===== config.mk =====
export PLATFORM = sky130hd
export DESIGN_NAME = dual_vectored_interrupt_ctrl
export DESIGN_NICKNAME = d
export VERILOG_FILES = /design/src/design/intc_pkg.sv /design/src/design/dual_vectored_interrupt_ctrl.sv
export VERILOG_INCLUDE_DIRS = /design/src /design/src/design
export SDC_FILE = /design/constraint.sdc
export NUM_CORES = 1
export LEC_CHECK = 0
export ABC_AREA = 1
export BUFFER_PORTS_ARGS = -buffer_cell sky130_fd_sc_hd__buf_2
export CORE_MARGIN = 2
export CORE_UTILIZATION = 30
export CTS_CLUSTER_SIZE = 28
export DETAILED_ROUTE_END_ITERATION = 10
export GPL_TIMING_DRIVEN = 0
export PLACE_DENSITY = 0.51
export SLEW_MARGIN = 30
export SYNTH_ARGS = -nofsm -noshare
export SYNTH_HDL_FRONTEND = slang
export SYNTH_SLANG_ARGS = --single-unit

===== constraint.sdc =====
create_clock -name clock -period 4.6 [get_ports clock]
set_clock_uncertainty 0.2 [all_clocks]
set_input_delay 0.92 -clock clock [delete_from_list [all_inputs] [get_ports clock]]
set_output_delay 0.92 -clock clock [all_outputs]
set_load 0.005 [all_outputs]

===== src/design/intc_params.svh =====
// Constants for the dual vectored interrupt controller.
// Assumes inclusion by the package and the controller module only.
`ifndef INTC_PARAMS_SVH
`define INTC_PARAMS_SVH
`define CH_TOTAL        32
`define CH_PER_UNIT     16
`define CH_IDX_W        5
`define LOC_IDX_W       4
`define VEC_W           32
`define WAKE_IN_W       32
`define WAKE_GRP_W      8
`define CH_WATCHDOG     0
`define CH_FW_SOFT      1
`define CH_DBG_RX       2
`define CH_DBG_TX       3
`define CH_TIMER_BASE   4
`define CH_SBUS_HI      8
`define CH_SBUS_LO      9
`define CH_CLOCK        10
`define CH_NET          11
`define CH_XFER         12
`define CH_FIELD        13
`define CH_MOTOR        14
`define CH_CONV         15
`define CH_ASYNC_BASE   16
`define CH_TWI_BASE     19
`define CH_SYNC_BASE    21
`define CH_LOWV         23
`define CH_RTC          24
`define CH_WAKE_ALL     25
`define CH_WAKE_GRP0    26
`define CH_SBUS_RESUME  30
`define CH_PREFETCH_BRANCH_CACHE_SRC       31
`define WAKE_ALARM_BIT  30
`define WAKE_RESUME_BIT 31
`define VEC_RST         32'h0000_0000
`define VEC_STEP        32'h0000_0004
`endif


===== src/design/intc_pkg.sv =====
// Types shared by the interrupt controller and its neighbours.
// Assumes intc_params.svh is on the include path.
`include "intc_params.svh"
package intc_pkg;
    typedef logic [`CH_TOTAL-1:0]  ch_vec_t;
    typedef logic [`CH_IDX_W-1:0]  ch_idx_t;
    typedef logic [`VEC_W-1:0]     vec_t;
    typedef struct packed {
        logic [3:0] timer;   // One flag group per timer, already ORed by the timer.
        logic       sbus_hi;
        logic       sbus_lo;
        logic       clock;
        logic       net;
        logic [7:0] xfer;
        logic       field;
        logic [7:0] motor;
        logic       conv;
        logic [2:0] async;
        logic [1:0] twi;
        logic [1:0] sync;
        logic       lowv;
        logic       rtc;
        logic       sbus_resume;
        logic       prefetch_branch_cache_src;
        logic       watchdog;
        logic       dbg_rx;
        logic       dbg_tx;
    } periph_s;
    typedef enum logic [1:0] {
        SVC_IDLE,
        SVC_PENDING,
        SVC_ACTIVE
    } svc_e;
endpackage : intc_pkg


===== src/design/dual_vectored_interrupt_ctrl.sv =====
// Dual vectored interrupt controller: two chained 16-channel units.
// Assumes all request inputs are asynchronous levels and the core acknowledges with a one-cycle read pulse.
`timescale 1ns/1ps
`include "intc_params.svh"

// Operation
// [RULE_01] Thirty-two channels feed a fast and a normal request; fast is higher.
// [RULE_02] Fast request is non-vectored; any channel can be routed to it.
// [RULE_03] Normal request is OR of all vectored channel requests.
// [RULE_04] Channel 0 highest priority, channel 31 lowest, fixed in hardware.
// [RULE_05] Firmware remaps sources to slots only within their own unit.
// [RULE_06] Primary unit requests always beat secondary unit requests.
// [RULE_07] Priority resolves first, then service read returns source and vector.
// [RULE_08] Vector fetch instruction held in a dedicated cache entry, one access.
// [RULE_09] Five channels from wake-up unit, twenty-seven from on-chip sources.
// [RULE_10] Firmware can force a pending interrupt on any channel.
// [RULE_11] Channel 25 is OR of all thirty-two wake-up inputs.
// [RULE_12] Channels 26 to 29 are ORs of eight-source wake-up groups.
// [RULE_13] Channel 0 is the watchdog timeout or terminal count.
// [RULE_14] Channels 4 to 7 carry the four ORed timer requests.
// [RULE_15] Channel 8 serial bus high-priority OR, channel 9 low-priority OR.
// [RULE_16] Channels 10,11,13,14,15: clock, network, field bus, motor, converter.
// [RULE_17] Channel 12 is OR of the eight transfer engine channels.
// [RULE_18] Channels 16 to 18 carry the three asynchronous serial ports.
// [RULE_19] Channels 19,20 two-wire ports; 21,22 synchronous serial ports.
// [RULE_20] Channel 23 low-voltage warning, channel 24 real-time clock OR.
// [RULE_21] Channel 30 bus resume wake-up, channel 31 prefetch and branch cache.
// [RULE_22] Channels 1 to 3: firmware interrupt, debug receive, debug transmit.
// [RULE_23] Secondary unit forwards its resolved request into primary chain input.
module dual_vectored_interrupt_ctrl (
    // Clock and reset
    input  wire logic             clock,
    input  wire logic             srst,
    // Peripheral and wake-up request lines
    input  wire intc_pkg::periph_s periph,
    input  wire logic [31:0]      wake_in,
    input  wire logic             fw_soft_irq,
    // Firmware configuration
    input  wire intc_pkg::ch_vec_t fast_sel,
    input  wire intc_pkg::ch_vec_t force_pend,
    input  wire intc_pkg::ch_vec_t ch_enable,
    input  wire logic [63:0]      prim_map,
    input  wire logic [63:0]      sec_map,
    input  wire intc_pkg::vec_t   vec_base,
    // Core side
    input  wire logic             vec_read,
    output logic                  fast_irq_out,
    output logic                  normal_irq_out,
    output intc_pkg::ch_idx_t     src_out,
    output intc_pkg::vec_t        vec_out,
    output logic                  vec_valid,
    output intc_pkg::vec_t        cache_vec_instr
);
    import intc_pkg::*;

    // ****************************************
    // Input synchronisation
    // ****************************************
    localparam int RAW_W = $bits(periph_s) + 33;
    logic [RAW_W-1:0] sync1_r;
    logic [RAW_W-1:0] sync2_r;
    always_ff @(posedge clock) begin
        sync1_r <= {periph, wake_in, fw_soft_irq};
        sync2_r <= sync1_r;
    end
    periph_s     p;
    logic [31:0] wk;
    logic        fw_s;
    assign p    = sync2_r[RAW_W-1:33];
    assign wk   = sync2_r[32:1];
    assign fw_s = sync2_r[0];

    // ****************************************
    // Source assignment
    // ****************************************
    // Wake-up group 0 is alarm, resume and six port pins; pins sit in wk[29:0] in port order.
    ch_vec_t     raw;
    logic [7:0]  wgrp0;
    assign wgrp0 = {wk[`WAKE_RESUME_BIT], wk[`WAKE_ALARM_BIT], wk[5:0]}; // RULE_12
    assign raw[`CH_WATCHDOG]          = p.watchdog;                      // RULE_13
    assign raw[`CH_FW_SOFT]           = fw_s;                            // RULE_22
    assign raw[`CH_DBG_RX]            = p.dbg_rx;                        // RULE_22
    assign raw[`CH_DBG_TX]            = p.dbg_tx;                        // RULE_22
    assign raw[`CH_TIMER_BASE+:4]     = p.timer;                         // RULE_14
    assign raw[`CH_SBUS_HI]           = p.sbus_hi;                       // RULE_15
    assign raw[`CH_SBUS_LO]           = p.sbus_lo;                       // RULE_15
    assign raw[`CH_CLOCK]             = p.clock;                         // RULE_16
    assign raw[`CH_NET]               = p.net;                           // RULE_16
    assign raw[`CH_XFER]              = |p.xfer;                         // RULE_17
    assign raw[`CH_FIELD]             = p.field;                         // RULE_16
    assign raw[`CH_MOTOR]             = |p.motor;                        // RULE_16
    assign raw[`CH_CONV]              = p.conv;                          // RULE_16
    assign raw[`CH_ASYNC_BASE+:3]     = p.async;                         // RULE_18
    assign raw[`CH_TWI_BASE+:2]       = p.twi;                           // RULE_19
    assign raw[`CH_SYNC_BASE+:2]      = p.sync;                          // RULE_19
    assign raw[`CH_LOWV]              = p.lowv;                          // RULE_20
    assign raw[`CH_RTC]               = p.rtc;                           // RULE_20
    assign raw[`CH_WAKE_ALL]          = |wk;                             // RULE_11 RULE_09
    assign raw[`CH_WAKE_GRP0]         = |wgrp0;                          // RULE_12 RULE_09
    assign raw[`CH_WAKE_GRP0+1]       = |wk[13:6];                       // RULE_12
    assign raw[`CH_WAKE_GRP0+2]       = |wk[21:14];                      // RULE_12
    assign raw[`CH_WAKE_GRP0+3]       = |wk[29:22];                      // RULE_12
    assign raw[`CH_SBUS_RESUME]       = p.sbus_resume;                   // RULE_21
    assign raw[`CH_PREFETCH_BRANCH_CACHE_SRC]            = p.prefetch_branch_cache_src;                        // RULE_21

    // Forcing works regardless of the source level.
    ch_vec_t pend;
    assign pend = (raw | force_pend) & ch_enable;                        // RULE_10

    // ****************************************
    // Per-unit remap and priority
    // ****************************************
    // Each four-bit map field picks a source of the same unit, so no source can cross units.
    function automatic logic [15:0] remap(input logic [15:0] src, input logic [63:0] map);
        logic [15:0] r;
        r = 16'h0000;
        for (int i = 0; i < `CH_PER_UNIT; i++) begin
            r[i] = src[map[4*i+:4]];
        end
        return r;
    endfunction : remap

    function automatic logic [4:0] first_set(input logic [15:0] v);
        logic [4:0] r;
        r = 5'h10;
        for (int i = `CH_PER_UNIT-1; i >= 0; i--) begin
            if (v[i]) begin
                r = {1'b0, 4'(i)};
            end
        end
        return r;
    endfunction : first_set

    logic [15:0] prim_slots;
    logic [15:0] sec_slots;
    logic [15:0] prim_vec_slots;
    logic [15:0] sec_vec_slots;
    logic [4:0]  prim_win;
    logic [4:0]  sec_win;
    logic        sec_chain;
    assign prim_slots     = remap(pend[15:0], prim_map);                 // RULE_05
    assign sec_slots      = remap(pend[31:16], sec_map);                 // RULE_05
    assign prim_vec_slots = prim_slots & ~remap(fast_sel[15:0], prim_map);
    assign sec_vec_slots  = sec_slots & ~remap(fast_sel[31:16], sec_map);
    assign prim_win       = first_set(prim_vec_slots);                   // RULE_04
    assign sec_win        = first_set(sec_vec_slots);                    // RULE_04
    assign sec_chain      = ~sec_win[4];                                 // RULE_23

    logic    any_vec;
    logic    any_fast;
    ch_idx_t win_slot;
    vec_t    win_vec;
    assign any_vec  = ~prim_win[4] | sec_chain;                          // RULE_03
    assign any_fast = |(pend & fast_sel);                                // RULE_02
    assign win_slot = ~prim_win[4] ? {1'b0, prim_win[3:0]} : {1'b1, sec_win[3:0]}; // RULE_06
    assign win_vec  = vec_base + vec_t'(win_slot) * `VEC_STEP;

    // ****************************************
    // Service sequencing
    // ****************************************
    svc_e    state_r;
    svc_e    state_nxt;
    ch_idx_t src_r;
    vec_t    vec_r;
    always_comb begin
        state_nxt = state_r;
        case (state_r)
            SVC_IDLE: begin
                if (any_vec) begin
                    state_nxt = SVC_PENDING;
                end
            end
            // A read wins over a request that lapses in the same cycle.
            SVC_PENDING: begin
                if (vec_read) begin
                    state_nxt = SVC_ACTIVE;
                end else if (!any_vec) begin
                    state_nxt = SVC_IDLE;
                end
            end
            // One cycle out of pending gives the serviced source time to drop.
            SVC_ACTIVE: begin
                state_nxt = SVC_IDLE;
            end
            default: begin
                state_nxt = SVC_IDLE;
            end
        endcase
    end

    always_ff @(posedge clock) begin
        if (srst) begin
            state_r <= SVC_IDLE;
        end else begin
            state_r <= state_nxt;
        end
    end

    // Request outputs follow the channel levels through one register stage.
    always_ff @(posedge clock) begin
        if (srst) begin
            fast_irq_out    <= 1'b0;
            normal_irq_out  <= 1'b0;
            vec_valid       <= 1'b0;
            cache_vec_instr <= `VEC_RST;
        end else begin
            fast_irq_out    <= any_fast;                                 // RULE_01 RULE_02
            normal_irq_out  <= any_vec;                                  // RULE_03
            vec_valid       <= (state_nxt == SVC_PENDING);               // RULE_07
            cache_vec_instr <= vec_base;                                 // RULE_08
        end
    end

    // Winner is frozen once resolved so the service read sees a stable pair.
    // A higher request that arrives meanwhile waits for the next round.
    always_ff @(posedge clock) begin
        if (srst) begin
            src_r <= 5'h00;
            vec_r <= `VEC_RST;
        end else if (state_r != SVC_PENDING) begin
            src_r <= win_slot;                                           // RULE_07
            vec_r <= win_vec;
        end
    end
    assign src_out = src_r;
    assign vec_out = vec_r;

    // ****************************************
    // Checks
    // ****************************************
    prim_beats_sec_a: assert property (@(posedge clock) disable iff (srst) // RULE_06
        (|prim_vec_slots) |-> !win_slot[4])
        else $error("secondary won over pending primary");
    top_priority_a: assert property (@(posedge clock) disable iff (srst) // RULE_04
        prim_vec_slots[0] |-> (win_slot == 5'h00))
        else $error("slot zero did not win");
    normal_or_a: assert property (@(posedge clock) disable iff (srst) // RULE_03
        !$past(srst) |-> (normal_irq_out == $past(|(pend & ~fast_sel))))
        else $error("normal request not OR of channels");
    fast_follow_a: assert property (@(posedge clock) disable iff (srst) // RULE_02
        (any_fast && !srst) |=> fast_irq_out)
        else $error("fast request missed");
    force_pend_a: assert property (@(posedge clock) disable iff (srst) // RULE_10
        (force_pend[0] && ch_enable[0] && !fast_sel[0] && prim_map[3:0] == 4'h0) |-> prim_vec_slots[0])
        else $error("forced channel not pending");
    wake_all_a: assert property (@(posedge clock) disable iff (srst) // RULE_11
        raw[`CH_WAKE_ALL] == (|wk))
        else $error("wake all channel wrong");
    svc_read_a: assert property (@(posedge clock) disable iff (srst) // RULE_07
        (state_r == SVC_PENDING && vec_read) |=> (state_r == SVC_ACTIVE) ##1 (state_r == SVC_IDLE))
        else $error("service sequence broken");
    stable_vec_a: assert property (@(posedge clock) disable iff (srst) // RULE_07
        (state_r == SVC_PENDING) ##1 (state_r == SVC_PENDING) |-> $stable(vec_r))
        else $error("vector changed while pending");
    chain_in_a: assert property (@(posedge clock) disable iff (srst) // RULE_23
        (prim_win[4] && sec_chain) |-> (win_slot == {1'b1, sec_win[3:0]}))
        else $error("secondary not chained");

    // ****************************************
    // Request and source checks
    // ****************************************
    // Reset must silence every request output on the following edge.
    reset_quiet_a: assert property (@(posedge clock) // RULE_01
        srst
        |=> (!fast_irq_out && !normal_irq_out && !vec_valid))
        else $error("request output active after reset");

    // The first edge after reset sees a stale past value, so it is skipped.
    fast_exact_a: assert property (@(posedge clock) disable iff (srst) // RULE_02
        !$past(srst)
        |-> (fast_irq_out == $past(|(pend & fast_sel))))
        else $error("fast request not OR of routed channels");

    valid_normal_a: assert property (@(posedge clock) disable iff (srst) // RULE_07
        vec_valid
        |-> normal_irq_out)
        else $error("vector offered without normal request");

    // The vector is checked against its own arithmetic, not the adder above.
    vec_calc_a: assert property (@(posedge clock) disable iff (srst) // RULE_07
        $rose(vec_valid)
        |-> (vec_out == $past(vec_base) + {25'h0, src_out, 2'b00}))
        else $error("vector does not match winning slot");

    valid_drop_a: assert property (@(posedge clock) disable iff (srst) // RULE_07
        (vec_valid && vec_read)
        |=> !vec_valid)
        else $error("vector still offered after service read");

    cache_copy_a: assert property (@(posedge clock) disable iff (srst) // RULE_08
        !$past(srst)
        |-> (cache_vec_instr == $past(vec_base)))
        else $error("cache entry lost the vector read");

    sec_only_a: assert property (@(posedge clock) disable iff (srst) // RULE_23
        (!(|prim_vec_slots) && (|sec_vec_slots))
        |-> win_slot[4])
        else $error("secondary request not forwarded");

    sec_top_a: assert property (@(posedge clock) disable iff (srst) // RULE_04
        (!(|prim_vec_slots) && sec_vec_slots[0])
        |-> (win_slot == 5'h10))
        else $error("secondary slot zero did not win");

    // A source moved to slot zero must take that slot's priority.
    remap_slot_a: assert property (@(posedge clock) disable iff (srst) // RULE_05
        (prim_map[3:0] == 4'h3 && pend[3] && !fast_sel[3])
        |-> prim_vec_slots[0])
        else $error("remapped source not in its slot");

    watchdog_path_a: assert property (@(posedge clock) disable iff (srst) // RULE_13
        (p.watchdog && ch_enable[`CH_WATCHDOG] && !fast_sel[`CH_WATCHDOG] && prim_map[3:0] == 4'h0)
        |=> normal_irq_out)
        else $error("watchdog request lost");

    wake_group_a: assert property (@(posedge clock) disable iff (srst) // RULE_12
        (wk[`WAKE_ALARM_BIT] && ch_enable[`CH_WAKE_GRP0])
        |-> pend[`CH_WAKE_GRP0])
        else $error("alarm missing from wake group zero");

    xfer_any_a: assert property (@(posedge clock) disable iff (srst) // RULE_17
        ((|p.xfer) && ch_enable[`CH_XFER])
        |-> pend[`CH_XFER])
        else $error("transfer engine request lost");

    motor_any_a: assert property (@(posedge clock) disable iff (srst) // RULE_16
        ((|p.motor) && ch_enable[`CH_MOTOR])
        |-> pend[`CH_MOTOR])
        else $error("motor request lost");

    // A disabled channel must stay quiet even while its sources are active.
    disabled_quiet_a: assert property (@(posedge clock) disable iff (srst) // RULE_11
        !ch_enable[`CH_WAKE_ALL]
        |-> !pend[`CH_WAKE_ALL])
        else $error("disabled channel pending");
endmodule : dual_vectored_interrupt_ctrl


==> results of run 1 <==
[Yosys cell counts (all sizes together) (2+ instances only)]
cell / count
o221ai: 13
o31ai: 8
or2: 5
o21a: 4
dfxtp: 220
buf: 36
clkbuf: 56
xnor2: 2
nor4: 8
a221o: 2
ha: 5
o211ai: 47
a21o: 2
a311oi: 16
o22ai: 10
nor3b: 2
nand3: 133
clkinv: 9
o2111ai: 4
inv: 258
a211oi: 7
nand2: 284
nand3b: 4
a211o: 2
o21bai: 20
a31oi: 15
o21ai: 309
a21oi: 218
o32ai: 3
o311ai: 21
nand4: 5
and2: 7
a32o: 2
nor3: 58
nor2: 148
a22oi: 7
xor2: 18
[worst max-delay path: cells and delay by family]
family          cells  cell delay [ns]
buf+inv             9             1.32
compound gates      8             1.29
simple gates       11             1.25
fa+ha+maj           1             0.31
xor+xnor            1             0.13
[cell families after synthesis]
family	count (synthesis)	share of synthesized area (%)
compound gates	715	31.8
simple gates	655	21.9
buf+inv	359	10.8
flops	220	33.5
xor+xnor	20	1.33
fa+ha+maj	6	0.628
[cell usage in the layout (no fill, tap or decap), types with 10 or more instances in the layout]
master,netlist,routed
inv_2,9,18
o21bai_1,20,20
clkbuf_2,1,19
a21oi_1,213,206
buf_2,25,389
buf_6,2,20
buf_4,6,97
nand2_1,278,231
clkbuf_1,55,32
o21ai_4,2,21
o21ai_0,277,251
inv_1,248,228
o22ai_1,10,10
nor3_1,55,49
clkbuf_16,0,26
o311ai_0,16,10
o221ai_1,13,11
nor2_1,138,116
nor2_2,8,13
nand2_4,1,11
a311oi_1,16,16
dfxtp_1,220,219
a21oi_2,5,10
o21ai_1,24,25
o311ai_1,5,11
nor2_4,2,19
o21ai_2,6,12
nand3_1,131,125
xor2_1,18,17
nand2_2,5,42
o211ai_1,47,47
a31oi_1,15,12
[routing by layer]
metal,vias to the layer above,global-route usage (%)
li1,7822,-
met1,7521,31.4
met2,817,43.5
met3,164,4.54
met4,6,10.5
met5,-,0
[registers in the layout, indices dropped and copies added (netlist names)]
| register | cells |
|---|---|
| sync1_r | 73 |
| sync2_r | 73 |
| cache_vec_instr | 32 |
| vec_out | 32 |
| src_out | 5 |
| state_r | 2 |
| fast_irq_out | 1 |
| normal_irq_out | 1 |
| vec_valid | 1 |
[repair_timing]
action	in CTS	in global routing
gates resized for setup	169	92
gates cloned	1	0
pin swaps	55	40
setup endpoints to repair	20	22
buffers inserted	88	24
[area by class of cell]
type                    instances  area [um^2]
fillers                      4618        24500
flip-flops and latches        220         4410
clock buffers                  32          703
inverters                     267         1060
repair buffers                480         2770
clock inverters                15          216
multi-input cells            1396         8210
plain buffers                  92          563
well taps                     585          732
diodes                          4         10.0
[worst paths after layout]
path	start	to	slack (ns)	depth (start not counted)
worst max-delay path	fast_sel[19]	vec_out[23]	-0.38	30
worst min-delay path	sync1_r[32]	sync2_r[32]	0.12	0
worst max register to register	sync2_r[3]	src_out[1]	-0.38	35
worst min register to register	sync1_r[32]	sync2_r[32]	0.12	0
[through the flow]
step,utilization (%),cells
2_1_floorplan,-,1975
4_1_cts,42.3,3074
6_report,43.2,3091
3_5_place_dp,37.0,2938
3_3_place_gp,37.0,2938
5_1_grt,43.2,3090
[power breakdown]
part | switching (uW) | internal, uW
combinational | 855 | 528
clock | 876 | 1280
sequential | 42.1 | 2020
total | 1770 | 3830
==> impl_metrics.tcl, run 1 <==
set metrics [dict create \
    cts.reportedPaths.clkPinSlew_ns 0.07 \
    grt_overflow 0 \
    crit_arrival_ns 5.24 \
    cts-root-buf "clkbuf_16" \
    htreeDepth 1 \
    clk_latency_ns 0.56 \
    num_vias 16300 \
    tightestPinTransition_ns 0.789 \
    ys_warn_count 0 \
    core-area_um2 43200 \
    synthCells 1975 \
    synth.distinct_cells 64 \
    crit_type "in2reg" \
    drt_iter0_drc 1332 \
    holdBufCountCts 0 \
    start_util_pct 30.4 \
    grt_pass1_vias 15600 \
    yosysSeqAreaShare_pct 33.5 \
    drive_gt1_share_pct 31.9 \
    total_power_uw 5610 \
    violations "negative setup slack" \
    yosys.area.top_type "dfxtp_1" \
    yosys-top-cells-area "dfxtp_1 (34%), o21ai_0 (11%), a21oi_1 (8.1%)" \
    fin_setup_tns_ns -3.47 \
    end_kind "flip-flop" \
    grt_pass1_wl_um 88800 \
    slowest_delay_ns 0.33 \
    postRouteAntennaNets 0 \
    dr.max_layer_used "met5" \
    dr.pass1.iters 8 \
    required_ns 4.86 \
    hold_viol 0 \
    layout_setup_ws_ns -0.383 \
    syn_to_final_growth_pct 42.0 \
    wl_met3_um 5090 \
    cts_tree "built" \
    drc 0 \
    clock-sinks 220 \
    antenna_found_initial 7 \
    cp-start-kind "input port" \
    setup_viol 15 \
    gp_congestion 0.975 \
    met1Wirelength_um 24300 \
    final.min_clock_period_ns 4.98 \
    slew_headroom_pct 47.4 \
    cpMaxStageDelayCell "a311oi_1" \
    final_area_um2 18700 \
    place_ws_ns -1.68 \
    die_y_um 213 \
    row_count 76 \
    outcome "finished with violations" \
    min_path_type "reg2reg" \
    critPathMaxFanout 10 \
    synth_edf_count 0 \
    synth_seq_cells 220 \
    post_drt_wl_per_cell_um 19.6 \
    routed_wl_um 60600 \
    crit_top_cell "nand2_2" \
    dp.final_hpwl_um 44700 \
    avgViaCountPerCell 5.28 \
    ios 404 \
    final_net_count 2821 \
    io_buffers 378 \
    syn-num-nets 2313 \
    die_x_um 213 \
    gr-usage-all-layers_pct 25.4 \
    grt_max_degree 15 \
    ys.flop_type "dfxtp_1" \
    cts_buffers 26 \
    p_leak_uw 0.00881 \
    clk_path_buf_depth 3 \
    fmax_mhz 201 \
    syn-cell-area_um2 13100 \
    dieArea_um2 45500 \
    async_flop_share_pct 0 \
    hold_ws_ns 0.120 \
    fin_crit_sh_pct 108 \
    ir_drop_uv 274 \
    place_area_um2 16000 \
    power_density_nw_per_um2 300 \
    drv_cap 0 \
    slew_violations 0 \
    rsz0062_at_grt "yes" \
    postSynthAreaPerCell_um2 6.65 \
    synth_top_cell_area_share_pct 33.5 \
    routed-wl-met2_um 28600 \
]
No activity file was read; power rests on OpenSTA's default activity.
==> inputs of run 2 (changes only) <==
--- a/config.mk
+++ b/config.mk
@@ -19,2 +19,3 @@
 export SYNTH_HDL_FRONTEND = slang
 export SYNTH_SLANG_ARGS = --single-unit
+export TNS_END_PERCENT = 50
--- a/constraint.sdc
+++ b/constraint.sdc
@@ -3,3 +3,3 @@
 set_input_delay 0.92 -clock clock [delete_from_list [all_inputs] [get_ports clock]]
 set_output_delay 0.92 -clock clock [all_outputs]
-set_load 0.005 [all_outputs]
+set_load 0.02 [all_outputs]
==> run 2 against run 1 <==
Compared with the run above:
- the flow still finishes with violations (negative setup slack)
- maximum frequency fell by 2.6%
- final cell count is 1.2% lower
- power decreased by 3.2%
- sequential share of layout area up 0.91 points
- flip-flop and latch count is the same
- critical path type unchanged
- largest power group is now registers
==> impl_metrics.tcl, run 2 (same netlist as run 1, synthesis figures left out) <==
set metrics [dict create \
    drt_iter0_drc 1476 \
    violations "negative setup slack" \
    p_leak_uw 0.00852 \
    antenna_found_initial 7 \
    power.switching_uw 1800 \
    cell_internal_pwr_uw 3620 \
    die_y_um 213 \
    cts_buffers 25 \
    htreeDepth 1 \
    clk_latency_ns 0.56 \
    slowest_delay_ns 0.37 \
    gp_congestion 0.974 \
    start_util_pct 30.4 \
    ir_drop_uv 250 \
    slew_violations 0 \
    crit_type "in2reg" \
    dieArea_um2 45500 \
    cts-root-buf "clkbuf_16" \
    dr.pass1.iters 7 \
    ios 404 \
    required_ns 4.84 \
    clk_path_buf_depth 3 \
    postRouteAntennaNets 0 \
    crit_arrival_ns 5.36 \
    row_count 76 \
    total_power_uw 5420 \
    end_kind "flip-flop" \
    cts_tree "built" \
    slew_headroom_pct 39.7 \
    final_net_count 2782 \
    hold_viol 0 \
    rsz0062_at_grt "yes" \
    layout_setup_ws_ns -0.517 \
    drive_gt1_share_pct 28.7 \
    hp-start "sync1_r[9]" \
    io_buffers 378 \
    syn_to_final_growth_pct 36.8 \
    swShare_pct 33.2 \
    fin_crit_sh_pct 111 \
    power_density_nw_per_um2 302 \
    mostFrequentLayoutCells "buf_2 (390), o21ai_0 (263), nand2_1 (247)" \
    final_common_cell "buf_2" \
    core-area_um2 43200 \
    setup_viol 18 \
    num_vias 16100 \
    seqPwrFrac_pct 38.1 \
    min_path_type "reg2reg" \
    grt_max_degree 16 \
    outcome "finished with violations" \
    drc 0 \
    grt_overflow 0 \
    cp-start-kind "input port" \
    final.min_clock_period_ns 5.12 \
    clock-sinks 220 \
    avgViaCountPerCell 5.28 \
    combPwrFrac_pct 25.7 \
    r2r_start "sync2_r[2]" \
    fmax_mhz 195 \
    critPathMaxFanout 10 \
    grt_pass1_wl_um 88600 \
    holdBufCountCts 0 \
    die_x_um 213 \
    largestRegisters "sync1_r: 73 flops, sync2_r: 73 flops" \
    post_drt_wl_per_cell_um 19.7 \
    place_ws_ns -1.92 \
    cts.reportedPaths.clkPinSlew_ns 0.07 \
    place_area_um2 15900 \
    crit_start "fast_sel[24]" \
    grt_pass1_vias 15300 \
    drv_cap 0 \
    gr-usage-all-layers_pct 25.4 \
    cpMaxStageDelayCell "fa_2" \
    final_area_um2 18000 \
    dp.final_hpwl_um 44800 \
    tightestPinTransition_ns 0.896 \
    crit_top_cell "nand2_1" \
    pwr-share-clk_pct 36.2 \
    routed_wl_um 60200 \
    fin_setup_tns_ns -5.30 \
]
run 2: changes by cell type in the layout (fill, tap and decap cells not counted), sizes merged:
cell,previous run,this run
buf,515,480
clkbuf,88,85
clkinvlp,7,8
clkinv,15,12
bufbuf,1,0
diode,4,6
bufinv,3,1
inv,257,261
run 2: worst paths after layout:
check               end  slack [ns]  depth (start not counted)
max          vec_out[6]       -0.52                         40
min          sync2_r[9]        0.12                          0
max reg2reg  vec_out[6]       -0.47                         41
min reg2reg  sync2_r[9]        0.12                          0
run 2: final cells by class:
type / count / area (um^2)
Sequential cell: 220 / 4410
Inverter: 267 / 1030
Buffer: 92 / 533
Fill cell: 4704 / 25200
Timing Repair Buffer: 442 / 2430
Tap cell: 585 / 732
Clock inverter: 15 / 149
Antenna cell: 6 / 15.0
Clock buffer: 31 / 658
Multi-Input combinational cell: 1396 / 8020
run 2: critical path: cells and delay by family:
family | cells | cell delay (ns)
adder cells (fa/ha/maj) | 2 | 0.54
AND/OR/NAND/NOR | 19 | 1.38
buffers and inverters | 14 | 1.91
AO/OA/AOI/OAI | 4 | 0.52
XOR/XNOR | 1 | 0.13
run 2: metal layers:
| metal | track usage, % | wire length (um) | vias to the layer above | share of wire (%) |
|---|---|---|---|---|
| li1 | - | - | 7754 | - |
| met1 | 31.8 | 24700 | 7446 | 41 |
| met2 | 42.8 | 28100 | 755 | 47 |
| met3 | 4.56 | 4820 | 153 | 8.0 |
| met4 | 10.8 | 2490 | 4 | 4.1 |
| met5 | 0 | 29 | - | 0.048 |
run 2: power by group through the flow:
stage | Sequential (uW) | Combinational [uW] | Clock [uW]
4_1_cts | 2060 | 1340 | 2020
6_report | 2070 | 1400 | 1960
3_5_place_dp | 2100 | 1240 | 0
5_1_grt | 2080 | 1520 | 2090
3_3_place_gp | 2100 | 1230 | 0
2_1_floorplan | 2160 | 659 | 0
run 2: repair_timing:
action | 4_1_cts | 5_1_grt
setup buffers | 53 | 11
pin swaps | 49 | 52
resized for setup | 145 | 60
setup endpoints to repair | 24 | 23
run 2: stage by stage:
stage               instances  util [%]  hold WS [ns]
floorplan                1975         -         0.110
global placement         2938      36.8         0.110
detailed placement       2938      36.9         0.112
CTS                      3037      41.0         0.125
global route             3052      41.6         0.129
finish                   3054      41.6         0.123
